<file path="src/include/eic_pkg.sv">
// Package for the external interrupt controller: addresses, fields, vectors
package eic_pkg;
    localparam logic [7:0] EIC_ADDR_POL  = 8'h92;
    localparam logic [7:0] EIC_ADDR_IE   = 8'hA8;
    localparam logic [7:0] EIC_ADDR_IP   = 8'hB8;
    localparam logic [7:0] EIC_RST_POL   = 8'h00;
    localparam logic [7:0] EIC_RST_IE    = 8'h00;
    localparam logic [7:0] EIC_RST_IP    = 8'h00;
    localparam int         EIC_GEN_BIT   = 7;
    localparam int         EIC_X2_BIT    = 6;
    localparam int         EIC_PIN_LSB   = 3;
    localparam int         EIC_TC_IT0    = 1;
    localparam int         EIC_TC_IT1    = 3;
    localparam int         EIC_NSRC      = 8;
    // Vectors in polling order: ext0, t0, ext1, t1, serial, t2, ext2, packetizer
    localparam logic [7:0] EIC_VEC_BASE  = 8'h03;
    localparam logic [7:0] EIC_VEC_STEP  = 8'h08;
    typedef enum logic [1:0] {
        EIC_IDLE = 2'b00,
        EIC_ACK  = 2'b01
    } eic_state_e;
endpackage

</file>
<file path="src/design/eic_ctrl.sv">
// External interrupt controller: source capture, masking, priority and vectoring
`timescale 1ns/100ps
// Contract
// (RQ1) Arbitrate eight sources: three pins, three timers, serial, packetizer.
// (RQ2) Each source vectors to its fixed address 03h plus eight per index.
// (RQ3) Pins 0 and 1 edge or level triggered by timer control bits 1, 3.
// (RQ4) Pin 2 always edge triggered, falling or rising per polarity bit 2.
// (RQ5) Pin 2 flag clears in hardware when its interrupt is serviced.
// (RQ6) Enable register at 0A8h, resets 00h, global bit 7, source masks below.
// (RQ7) Enable bit 6 masks pin 2 interrupt; zero disables it.
// (RQ8) Packetizer interrupt masked by its own control bit 0, not enable register.
// (RQ9) Priority register at 0B8h, resets 00h, one bit per source.
// (RQ10) Priority bits 6, 7 raise pin 2 and packetizer to high level.
// (RQ11) Polarity register at 092h, byte addressable, resets 00h.
// (RQ12) Polarity bits 5:3 read raw pin levels, unaffected by polarity.
// (RQ13) Polarity bit zero selects falling edge, one selects rising edge.
// (RQ14) Polarity one makes level requests active high; timer pin signal inverted.
// (RQ15) Polarity register bits 7 and 6 read as zero.
// (RQ16) In power down an unmasked active pin edge requests oscillator wakeup.
// (RQ17) Same level requests resolve lowest vector first.
// (RQ18) Nothing is taken while global enable is zero.
module eic_ctrl
    import eic_pkg::*;
(
    input  wire logic       ref_clk,        // Processor clock
    input  wire logic       rst_n,          // Core reset, active low
    input  wire logic [2:0] ext_irq_pin,    // Raw pins ext_irq_pin_2..0
    input  wire logic       timer0_req,     // Timer 0 overflow flag
    input  wire logic       timer1_req,     // Timer 1 overflow flag
    input  wire logic       timer2_req,     // Timer 2 overflow or external flag
    input  wire logic       serial_req,     // Serial receive or transmit flag
    input  wire logic       pkt_req,        // Packetizer request
    input  wire logic       pkt_int_mask,   // Packetizer control bit 0
    input  wire logic [3:0] timer_control_register_mode,      // Timer control bits 3:0
    input  wire logic       power_down,     // Lowest power state active
    input  wire logic [7:0] sfr_addr,       // Special function address
    input  wire logic [7:0] sfr_wdata,      // Write data
    input  wire logic       sfr_we,         // Byte write strobe
    input  wire logic       sfr_bit_we,     // Bit write strobe
    input  wire logic [2:0] sfr_bit_sel,    // Bit number for bit write
    input  wire logic       sfr_bit_val,    // Bit value for bit write
    output logic      [7:0] sfr_rdata,      // Read data
    output logic            sfr_hit,        // Address maps here
    output logic            irq_req,        // Interrupt pending to core
    output logic      [7:0] irq_vector,     // Vector address of pending source
    output logic            irq_high,       // Pending source at high level
    input  wire logic       irq_ack,        // Core takes pending interrupt
    output logic      [1:0] ext_edge_req,   // Edge flags of pins 1:0 for timer control
    output logic      [2:0] ext_pin_int,    // Polarity adjusted pins to timer controls
    output logic            wake_req        // Oscillator restart request
);
    logic [7:0] ie_r, ip_r;
    logic [2:0] pol_r;
    logic [2:0] pin_d_r;
    logic [2:0] eflag_r, eflag_nxt;
    logic [7:0] vec_r;
    logic       req_r, high_r;
    logic       wake_r;
    eic_state_e state_r;

    function automatic logic [7:0] bit_upd(input logic [7:0] cur, input logic [7:0] addr);
        logic [7:0] v;
        v = cur;
        if (sfr_we && sfr_addr == addr)
            v = sfr_wdata;
        else if (sfr_bit_we && sfr_addr == addr)
            v[sfr_bit_sel] = sfr_bit_val;
        return v;
    endfunction

    function automatic logic [2:0] first_one(input logic [7:0] v);
        logic [2:0] idx;
        idx = 3'd0;
        for (int i = EIC_NSRC - 1; i >= 0; i--)
            if (v[i])
                idx = i[2:0];
        return idx;
    endfunction

    wire [2:0] pin_act  = ext_irq_pin ^ ~pol_r;  // High when pin is active  (see RQ13) (see RQ14)
    wire [2:0] pin_actd = pin_d_r ^ ~pol_r;
    wire [2:0] edge_hit = pin_act & ~pin_actd;   // (see RQ4) (see RQ13)
    wire       lvl0     = timer_control_register_mode[EIC_TC_IT0] == 1'b0;  // (see RQ3)
    wire       lvl1     = timer_control_register_mode[EIC_TC_IT1] == 1'b0;  // (see RQ3)
    wire       src_x0   = lvl0 ? pin_act[0] : eflag_r[0];
    wire       src_x1   = lvl1 ? pin_act[1] : eflag_r[1];
    // Order is the polling order, which is also vector order (see RQ1) (see RQ17)
    wire [7:0] raw_src  = {pkt_req, eflag_r[2], timer2_req, serial_req,
                           timer1_req, src_x1, timer0_req, src_x0};
    wire [7:0] src_mask = {pkt_int_mask, ie_r[6:0]};  // (see RQ7) (see RQ8)
    wire [7:0] enabled  = ie_r[EIC_GEN_BIT] ? (raw_src & src_mask) : 8'h00;  // (see RQ18)
    wire [7:0] hi_set   = enabled & ip_r;    // (see RQ9) (see RQ10)
    wire [7:0] lo_set   = enabled & ~ip_r;
    wire       any_hi   = |hi_set;
    wire [2:0] win_idx  = any_hi ? first_one(hi_set) : first_one(lo_set);  // (see RQ17)
    wire [7:0] win_vec  = EIC_VEC_BASE + {win_idx, 3'b000};  // (see RQ2)
    wire       take     = irq_ack && req_r && state_r == EIC_IDLE;
    wire [2:0] wmask    = {ie_r[EIC_X2_BIT], ie_r[2], ie_r[0]};

    // Service clear only touches the pin flag whose vector was handed out
    function automatic logic [2:0] vec_to_x(input logic [7:0] v);
        return (v == EIC_VEC_BASE) ? 3'b001 :
               (v == EIC_VEC_BASE + 8'h10) ? 3'b010 :
               (v == EIC_VEC_BASE + 8'h30) ? 3'b100 : 3'b000;
    endfunction

    always_comb begin
        eflag_nxt = eflag_r;
        if (take)
            eflag_nxt = eflag_r & ~vec_to_x(vec_r);  // (see RQ5)
        eflag_nxt = eflag_nxt | edge_hit;  // Set wins over service clear
    end

    always_ff @(posedge ref_clk or negedge rst_n) begin
        if (!rst_n) begin
            ie_r <= EIC_RST_IE;
        end else begin
            ie_r <= bit_upd(ie_r, EIC_ADDR_IE);  // (see RQ6)
        end
    end

    always_ff @(posedge ref_clk or negedge rst_n) begin
        if (!rst_n) begin
            ip_r <= EIC_RST_IP;
        end else begin
            ip_r <= bit_upd(ip_r, EIC_ADDR_IP);  // (see RQ9)
        end
    end

    // Polarity takes byte writes only; bit writes to its address are dropped
    always_ff @(posedge ref_clk or negedge rst_n) begin
        if (!rst_n) begin
            pol_r <= EIC_RST_POL[2:0];
        end else if (sfr_we && sfr_addr == EIC_ADDR_POL) begin
            pol_r <= sfr_wdata[2:0];  // (see RQ11)
        end
    end

    // History resets to the idle high level so reset release makes no false edge
    always_ff @(posedge ref_clk or negedge rst_n) begin
        if (!rst_n) begin
            pin_d_r <= 3'b111;
        end else begin
            pin_d_r <= ext_irq_pin;
        end
    end

    always_ff @(posedge ref_clk or negedge rst_n) begin
        if (!rst_n) begin
            eflag_r <= 3'b000;
        end else begin
            eflag_r <= eflag_nxt;
        end
    end

    // Request, vector and level outputs are registered so the vector never glitches under the core
    always_ff @(posedge ref_clk or negedge rst_n) begin
        if (!rst_n) begin
            req_r   <= 1'b0;
            state_r <= EIC_IDLE;
        end else begin
            req_r   <= |enabled && !take && state_r == EIC_IDLE;
            state_r <= take ? EIC_ACK : EIC_IDLE;
        end
    end

    always_ff @(posedge ref_clk or negedge rst_n) begin
        if (!rst_n) begin
            high_r <= 1'b0;
            vec_r  <= 8'h00;
        end else begin
            high_r <= any_hi;
            vec_r  <= win_vec;
        end
    end

    // Wake ignores global enable: the sleeping core cannot service anything yet
    always_ff @(posedge ref_clk or negedge rst_n) begin
        if (!rst_n) begin
            wake_r <= 1'b0;
        end else begin
            wake_r <= power_down && |(edge_hit & wmask);  // (see RQ16)
        end
    end

    assign sfr_hit      = sfr_addr == EIC_ADDR_POL || sfr_addr == EIC_ADDR_IE || sfr_addr == EIC_ADDR_IP;
    assign sfr_rdata    = (sfr_addr == EIC_ADDR_POL) ? {2'b00, ext_irq_pin, pol_r} :  // (see RQ12) (see RQ15)
                          (sfr_addr == EIC_ADDR_IE)  ? ie_r :
                          (sfr_addr == EIC_ADDR_IP)  ? ip_r : 8'h00;
    assign irq_req      = req_r;
    assign irq_vector   = vec_r;
    assign irq_high     = high_r;
    assign ext_edge_req = eflag_r[1:0];
    assign ext_pin_int  = pol_r[2:0] ^ ext_irq_pin;  // Inverted when polarity set (see RQ14)
    assign wake_req     = wake_r;

    // Internal nets stand in for state the pins cannot show
    a_global_gate: assert property (@(posedge ref_clk) disable iff (!rst_n)  // see RQ18
        !$past(ie_r[EIC_GEN_BIT]) |-> !irq_req)
        else $error("request while globally disabled");

    a_take_gated: assert property (@(posedge ref_clk) disable iff (!rst_n)  // see RQ18
        take |-> $past(ie_r[EIC_GEN_BIT]))
        else $error("taken while globally disabled");

    a_ext2_mask: assert property (@(posedge ref_clk) disable iff (!rst_n)  // see RQ7
        (irq_req && irq_vector == EIC_VEC_BASE + 8'h30) |-> $past(ie_r[EIC_X2_BIT]))
        else $error("ext2 taken unmasked");

    a_pkt_mask: assert property (@(posedge ref_clk) disable iff (!rst_n)  // see RQ8
        (irq_req && irq_vector == EIC_VEC_BASE + 8'h38) |-> $past(pkt_int_mask))
        else $error("pkt mask ignored");

    a_ext2_edge: assert property (@(posedge ref_clk) disable iff (!rst_n)  // see RQ4
        (ext_irq_pin[2] == pol_r[2] && pin_d_r[2] != pol_r[2] && $stable(pol_r)) |=> eflag_r[2])
        else $error("ext2 edge missed");

    a_ext0_edge: assert property (@(posedge ref_clk) disable iff (!rst_n)  // see RQ13
        (ext_irq_pin[0] == pol_r[0] && pin_d_r[0] != pol_r[0] && $stable(pol_r)) |=> eflag_r[0])
        else $error("ext0 edge missed");

    a_ext2_hold: assert property (@(posedge ref_clk) disable iff (!rst_n)  // see RQ4
        (eflag_r[2] && !take) |=> eflag_r[2])
        else $error("ext2 flag lost");

    a_ext2_clear: assert property (@(posedge ref_clk) disable iff (!rst_n)  // see RQ5
        (take && vec_r == EIC_VEC_BASE + 8'h30 && !edge_hit[2]) |=> !eflag_r[2])
        else $error("ext2 not cleared");

    a_ext0_clear: assert property (@(posedge ref_clk) disable iff (!rst_n)  // see RQ3
        (take && vec_r == EIC_VEC_BASE && !edge_hit[0]) |=> !eflag_r[0])
        else $error("ext0 not cleared");

    a_ext1_clear: assert property (@(posedge ref_clk) disable iff (!rst_n)  // see RQ3
        (take && vec_r == EIC_VEC_BASE + 8'h10 && !edge_hit[1]) |=> !eflag_r[1])
        else $error("ext1 not cleared");

    a_level_req: assert property (@(posedge ref_clk) disable iff (!rst_n)  // see RQ14
        (ie_r[EIC_GEN_BIT] && ie_r[0] && !timer_control_register_mode[EIC_TC_IT0] && ext_irq_pin[0] == pol_r[0]
         && state_r == EIC_IDLE && !take) |=> irq_req)
        else $error("level request missed");

    a_pin_read: assert property (@(posedge ref_clk) disable iff (!rst_n)  // see RQ12
        (sfr_addr == EIC_ADDR_POL) |-> sfr_rdata[5:3] == ext_irq_pin && sfr_rdata[7:6] == 2'b00)
        else $error("pin readback wrong");

    a_unmapped: assert property (@(posedge ref_clk) disable iff (!rst_n)  // see RQ11
        !sfr_hit |-> sfr_rdata == 8'h00)
        else $error("unmapped read not zero");

    a_hit_decode: assert property (@(posedge ref_clk) disable iff (!rst_n)  // see RQ6
        (sfr_addr == EIC_ADDR_IE || sfr_addr == EIC_ADDR_IP) |-> sfr_hit)
        else $error("register not decoded");

    a_vec_range: assert property (@(posedge ref_clk) disable iff (!rst_n)  // see RQ2
        irq_req |-> irq_vector[2:0] == 3'b011 && irq_vector <= 8'h3B)
        else $error("bad vector");

    a_hi_first: assert property (@(posedge ref_clk) disable iff (!rst_n)  // see RQ10
        (irq_req && irq_high) |-> |($past(ip_r) & (8'h01 << irq_vector[5:3])))
        else $error("low won over high");

    a_high_order: assert property (@(posedge ref_clk) disable iff (!rst_n)  // see RQ17
        (irq_req && irq_high) |-> ($past(hi_set) & ((8'h01 << irq_vector[5:3]) - 8'h01)) == 8'h00)
        else $error("high level polled out of order");

    a_low_order: assert property (@(posedge ref_clk) disable iff (!rst_n)  // see RQ17
        (irq_req && !irq_high) |-> ($past(enabled) & ((8'h01 << irq_vector[5:3]) - 8'h01)) == 8'h00)
        else $error("low level polled out of order");

    a_req_drop: assert property (@(posedge ref_clk) disable iff (!rst_n)  // see RQ5
        take |=> !irq_req[*2])
        else $error("request not dropped after service");

    a_wake_edge: assert property (@(posedge ref_clk) disable iff (!rst_n)  // see RQ16
        wake_req |-> $past(power_down))
        else $error("wake outside power down");

    a_wake_gate: assert property (@(posedge ref_clk) disable iff (!rst_n)  // see RQ16
        (power_down && |(edge_hit & wmask)) |=> wake_req)
        else $error("wake edge missed");

    a_ie_write: assert property (@(posedge ref_clk) disable iff (!rst_n)  // see RQ6
        (sfr_we && sfr_addr == EIC_ADDR_IE) |=> ie_r == $past(sfr_wdata))
        else $error("enable write lost");

    a_ie_bit: assert property (@(posedge ref_clk) disable iff (!rst_n)  // see RQ6
        (sfr_bit_we && !sfr_we && sfr_addr == EIC_ADDR_IE)
        |=> ((ie_r ^ $past(ie_r)) & ~(8'h01 << $past(sfr_bit_sel))) == 8'h00)
        else $error("enable bit write spilled");

    a_ip_write: assert property (@(posedge ref_clk) disable iff (!rst_n)  // see RQ9
        (sfr_we && sfr_addr == EIC_ADDR_IP) |=> ip_r == $past(sfr_wdata))
        else $error("priority write lost");

    a_ip_bit: assert property (@(posedge ref_clk) disable iff (!rst_n)  // see RQ9
        (sfr_bit_we && !sfr_we && sfr_addr == EIC_ADDR_IP)
        |=> ((ip_r ^ $past(ip_r)) & ~(8'h01 << $past(sfr_bit_sel))) == 8'h00)
        else $error("priority bit write spilled");

    a_pol_bytes: assert property (@(posedge ref_clk) disable iff (!rst_n)  // see RQ11
        (sfr_bit_we && !sfr_we && sfr_addr == EIC_ADDR_POL) |=> $stable(pol_r))
        else $error("polarity took a bit write");

    a_pol_write: assert property (@(posedge ref_clk) disable iff (!rst_n)  // see RQ13
        (sfr_we && sfr_addr == EIC_ADDR_POL) |=> pol_r == $past(sfr_wdata[2:0]))
        else $error("polarity write lost");

    a_ie_reset: assert property (@(posedge ref_clk)  // see RQ6
        $rose(rst_n) |-> ie_r == EIC_RST_IE && ip_r == EIC_RST_IP)
        else $error("reset values wrong");

    a_pol_reset: assert property (@(posedge ref_clk)  // see RQ11
        $rose(rst_n) |-> pol_r == EIC_RST_POL[2:0])
        else $error("polarity reset wrong");
endmodule // eic_ctrl

</file>
<file path="config.mk">
export PLATFORM = sky130hd
export DESIGN_NAME = eic_ctrl
export DESIGN_NICKNAME = d
export VERILOG_FILES = /design/src/include/eic_pkg.sv /design/src/design/eic_ctrl.sv
export SDC_FILE = /design/constraint.sdc
export NUM_CORES = 1
export LEC_CHECK = 0
export BUFFER_PORTS_ARGS = -buffer_cell sky130_fd_sc_hd__buf_4
export CELL_PAD_IN_SITES_DETAIL_PLACEMENT = 0
export CELL_PAD_IN_SITES_GLOBAL_PLACEMENT = 1
export CORE_MARGIN = 2
export CORE_UTILIZATION = 38
export DETAILED_ROUTE_END_ITERATION = 8
export PLACE_DENSITY = 0.89
export SLEW_MARGIN = 20
export SYNTH_ARGS = -nofsm -noshare
export SYNTH_HDL_FRONTEND = slang
export SYNTH_SLANG_ARGS = --single-unit
</file>
<file path="constraint.sdc">
create_clock -name ref_clk -period 2.6 [get_ports ref_clk]
set_clock_uncertainty 0.1 [all_clocks]
set_input_delay 0.13 -clock ref_clk [delete_from_list [all_inputs] [get_ports ref_clk]]
set_output_delay 0.13 -clock ref_clk [all_outputs]
set_load 0.02 [all_outputs]
</file>
# ---- Yosys cells after proc, flatten, opt, wreduce, memory -nomap -nowiden
# Index checks and enable logic that the tools add are counted.
dict set report op_classes {
  addsub 1
  order_cmp 2
  n_eq_ne 6
  mux 36
  bitwise_logic 14
  n_reduce_logical 20
}
# op count
set ops {}
lappend ops {{8-bit 2-to-1 mux} 8}
lappend ops {{3-bit 2-to-1 mux} 21}
lappend ops {{8-bit bitwise AND} 3}
lappend ops {{8-bit equality test, second input constant} 3}
lappend ops {{8-bit bitwise mux} 2}
lappend ops {{8-bit OR reduction} 2}
lappend ops {{1-bit logical AND} 11}
lappend ops {{3-bit bitwise AND} 3}
lappend ops {{3-bit inverter} 3}
lappend ops {{3-bit XOR} 3}
lappend ops {{8-bit inverter} 1}
lappend ops {{2-bit by 6-bit adder with 7-bit output, first input constant} 1}
lappend ops {{7-bit by 2-bit equality test with 1-bit output, second input constant} 1}
lappend ops {{7-bit by 5-bit equality test with 1-bit output, second input constant} 1}
lappend ops {{7-bit by 6-bit equality test with 1-bit output, second input constant} 1}
lappend ops {{3-bit by 4-bit < comparator with 1-bit output, second input constant} 1}
lappend ops {{1-bit 2-to-1 mux} 4}
lappend ops {{2-bit nonzero test} 2}
lappend ops {{1-bit demux with 3-bit select} 1}
lappend ops {{3-bit by 1-bit greater-or-equal comparator with 1-bit output, second input constant} 1}
lappend ops {{3-bit bitwise OR} 1}
lappend ops {{3-bit OR reduction} 1}
lappend ops {{2-bit logical NOT} 1}
lappend ops {{1-bit logical OR} 2}
lappend ops {{1-bit logical NOT} 1}
dict set report totals {
  register_bits 36
  out_inout_bits 25
  elab_cells 89
}

# ---- Longest topological paths before layout
dict set report logic_depth {
  depth_word 16
  depth_mapped 7
  depth_no_buf 5
}

# ---- Least setup slack after synthesis
# No wires, ideal clock.
dict set report synth_timing {
  kind {input to register}
  startpoint {in sfr_addr[0]}
  endpoint {reg ie_r[7]}
  setup_time_ns 0.127
  arrival_ns 2.117
  required_ns 2.373
  setup_slack_ns 0.256
  cell_stages 7
  path_buffers 2
  cell_sequence {or4b_4 or3_4 buf_6 nor3b_2 buf_6 mux2_2 mux2_1}
}
dict set report synth_via {
  elab_chain_cells 3
  word_cells_on_any_way 5
  classes_between {1 x eq/ne; 1 x mux; 3 x reduce/logical}
}
# element line_no
set synth_lines {}
lappend synth_lines {{start: declaration} eic_ctrl.sv:36} ;# input wire logic [7:0] sfr_addr,
lappend synth_lines {{8-bit equality test *} {eic_ctrl.sv:64, eic_ctrl.sv:66}}
lappend synth_lines {{1-bit logical AND, on equally long branches} {eic_ctrl.sv:64, eic_ctrl.sv:66}}
lappend synth_lines {{8-bit 2-to-1 mux / 2-bit nonzero test (equally long branches)} -}
lappend synth_lines {{end signal: assignment} eic_ctrl.sv:118} ;# ie_r <= bit_upd(ie_r, EIC_ADDR_IE);
lappend synth_lines {{end: declaration} eic_ctrl.sv:52} ;# logic [7:0] ie_r, ip_r;
# Every way passes the cells marked *; elsewhere a longest branch is shown, timed or not.
# A chain may end at the register's enable or synchronous reset.

# ---- Worst setup path after layout
# Ends and elaborated chain as after synthesis.

==> flow_metrics.tcl <==
set metrics [dict create \
    status "finished, violations left" \
    violations "negative hold slack" \
    synth-main-ff-cell "dfrtp_1" \
    htreeDepth 2 \
    gp_congestion 0.879 \
    core_sq_um 5570 \
    drtIter0Drc 121 \
    setup_tns_ns 0 \
    grt.overflow.total 0 \
    place_hpwl_mm 4.49 \
    post-place-ws_ns 0.115 \
    setup.worst_path.start_class "input pin" \
    synth_top_area_share_pct 33.8 \
    r2r_end "irq_vector[3]" \
    crit_family "simple AND/OR/NAND/NOR gates" \
    power_leakage_nw 1.32 \
    finalSetupViolCount 0 \
    period_share_pct 83.5 \
    fin_crit_ns 2.17 \
    synth_edf_count 0 \
    syn2layout_area_growth_pct 28.7 \
    holdWs_ns -0.000728 \
    critical_path_arrival_ns 2.24 \
    syn_inst 252 \
    cts_inserted_buffers 5 \
    start_util_pct 39.8 \
    ys_top_cells_by_count "dfrtp_1, nor2_1, o21ai_0" \
    hold-path-endpoint "pol_r[0]" \
    path_buf_inv 2 \
    ys.warnings.count 0 \
    ioPinCount 64 \
    finalWirelength_mm 5.77 \
    setup.worst_path.end_class "flip-flop" \
    cts_buffer_depth 2 \
    syn_area_sq_um 2220 \
    slew_headroom_pct 60.8 \
    path_clk_slew_ns 0.07 \
    fmax_ghz 0.461 \
    drv_slew 0 \
    crit_path_max_fanout 8 \
    worst_pin_slew_ns 0.582 \
    grt_pass1_vias 1924 \
    route.antenna.remaining_nets 0 \
    grt_usage_pct 18.5 \
    cellPowerDensity_nw_per_um2 416 \
    cts_resized 0 \
    critPathKind "input pin to flip-flop" \
    final_util_pct 51.3 \
    routed_via_density 5.46 \
    wl_per_cell_um 15.0 \
    synth.avg_cell_area_sq_um 8.81 \
    post_cts_buffers 0 \
    clk-insertion-delay-late_ns 0.29 \
    grt_max_degree 34 \
    antenna_found_initial 0 \
    drive_above_1_share_pct 27.9 \
    netlist_top_cells_area "dfrtp_1, mux2i_1, o21ai_0, o31ai_1, nor2_1" \
    rsz0062_at_grt "no" \
    critPathRequiredTime_ns 2.67 \
    hold_path_startpoint "sfr_wdata[0]" \
    num_vias 2098 \
    cts_tree "built" \
    diodes 0 \
    rows 27 \
    ir_drop_v 0.000189 \
    setup_ws_ns 0.430 \
    ctsHoldBuffers 7 \
    hold_path_depth 2 \
    ys_ff_latch 33 \
    hold_viol 1 \
    crit-reg2reg-launch "ie_r[7]" \
    max_stage_delay_ns 0.54 \
    reg2regPathDepth 5 \
    cts.sinks 33 \
    ys_async_sr_fraction_pct 100 \
    yosys.cell_count.top_type "dfrtp_1" \
    synth_cell_types 45 \
    yosysSeqAreaShare_pct 37.4 \
    io_buffers 58 \
    die_w_um 80.4 \
    die_area_sq_um 6470 \
    critPathSlowestCell "or4b_4" \
    grt_pass1_wl_mm 9.24 \
    nets 350 \
    rrSetupSlack_ns 0.50 \
    maxCapViolCount 0 \
    crit_chain "buf_4, or4b_4, or3_4, nor3b_2, buf_12, mux2_2, mux2_1" \
    drc_errors 0 \
    firstDrtPassIters 6 \
    dieHeight_um 80.4 \
    worst_hold_path_type "input pin to flip-flop" \
    synth_area_leader_cell "dfrtp_1" \
    ctsRootBufferMaster "clkbuf_8" \
]
## report_power, final
part	switching [mW]	internal [mW]	total [mW]
combinational	0.0813	0.0723	0.154
sequential	0.00804	0.523	0.531
clock	0.191	0.312	0.504
## logic make-up (layout without fill, tap and decap cells)
kind of cell	after synthesis	in the layout	share of synthesized area, %
compound gates	64	64	18.5
xor+xnor	3	3	1.18
buf+inv	23	81	5.92
flops	33	33	37.4
mux	31	31	14.6
other cells	2	4	0.338
simple gates	96	96	22.0
## state kept, by name, indices dropped and copies added, names as in the netlist
| name | count |
|---|---|
| wake_req | 1 |
| eflag_r | 3 |
| irq_vector | 4 |
| ie_r | 8 |
| state_r | 1 |
| irq_req | 1 |
| irq_high | 1 |
| pol_r | 3 |
| pin_d_r | 3 |
| ip_r | 8 |
## through the flow
step	cell area [sq um]	instances	power, mW
3_3_place_gp	2670	369	0.684
3_5_place_dp	2670	369	0.686
5_1_grt	2860	384	1.23
4_1_cts	2860	384	1.20
6_report	2860	384	1.19
2_1_floorplan	2230	254	0.607
## how the worst max path moves through the flow
stage                 from      end  slack (ns)  cells past startpoint
2_1_floorplan  sfr_addr[0]  ie_r[7]        0.26                      7
3_3_place_gp   sfr_addr[0]  ie_r[7]        0.18                      7
3_5_place_dp   sfr_addr[0]  ie_r[7]        0.11                      7
4_1_cts        sfr_addr[0]  ie_r[7]        0.42                      7
5_1_grt        sfr_addr[0]  ie_r[7]        0.38                      7
6_report       sfr_addr[0]  ie_r[7]        0.43                      7
## layout by cell type, fill, tap and decap left out, types with 2 or more instances in the layout
cell,count
a21o_1,2
a21oi_1,4
a222oi_1,2
a31oi_1,5
a32o_1,2
and2_1,3
buf_4,59
clkbuf_8,6
conb_1,4
dfrtp_1,30
dfstp_2,3
dlygate4sd3_1,7
inv_1,6
mux2_1,3
mux2_2,8
mux2i_1,20
nand2_1,25
nand2b_1,5
nand3_1,7
nand4_1,6
nor2_1,29
nor2_2,2
nor2b_1,2
nor3_1,6
o21ai_0,26
o22ai_1,2
o31ai_1,15
or3_4,2
xor2_1,3
## metal layers
layer	track usage, %	share of wire, %	vias to the layer above
met4	5.25	1.5	0
met1	23.8	45	985
li1	-	-	1029
met5	0	0	-
met2	31.7	47	76
met3	3.37	6.1	8
## worst register-to-register path: cells and delay by family (launching register included)
| kind | cells | cell delay (ns) |
|---|---|---|
| compound gates | 3 | 0.99 |
| flops | 1 | 0.69 |
| simple gates | 2 | 0.20 |
## area by class of cell
cell class                 instances  area [sq um]
multi-input combinational        198          1270
sequential                        33           830
timing repair buffer              67           533
fill                             558          2720
tap                               72          90.1
clock inverter                     1          30.0
clock buffer                       7          86.3
inverter                           6          22.5
Note: power is estimated with default switching activity, not from simulation.
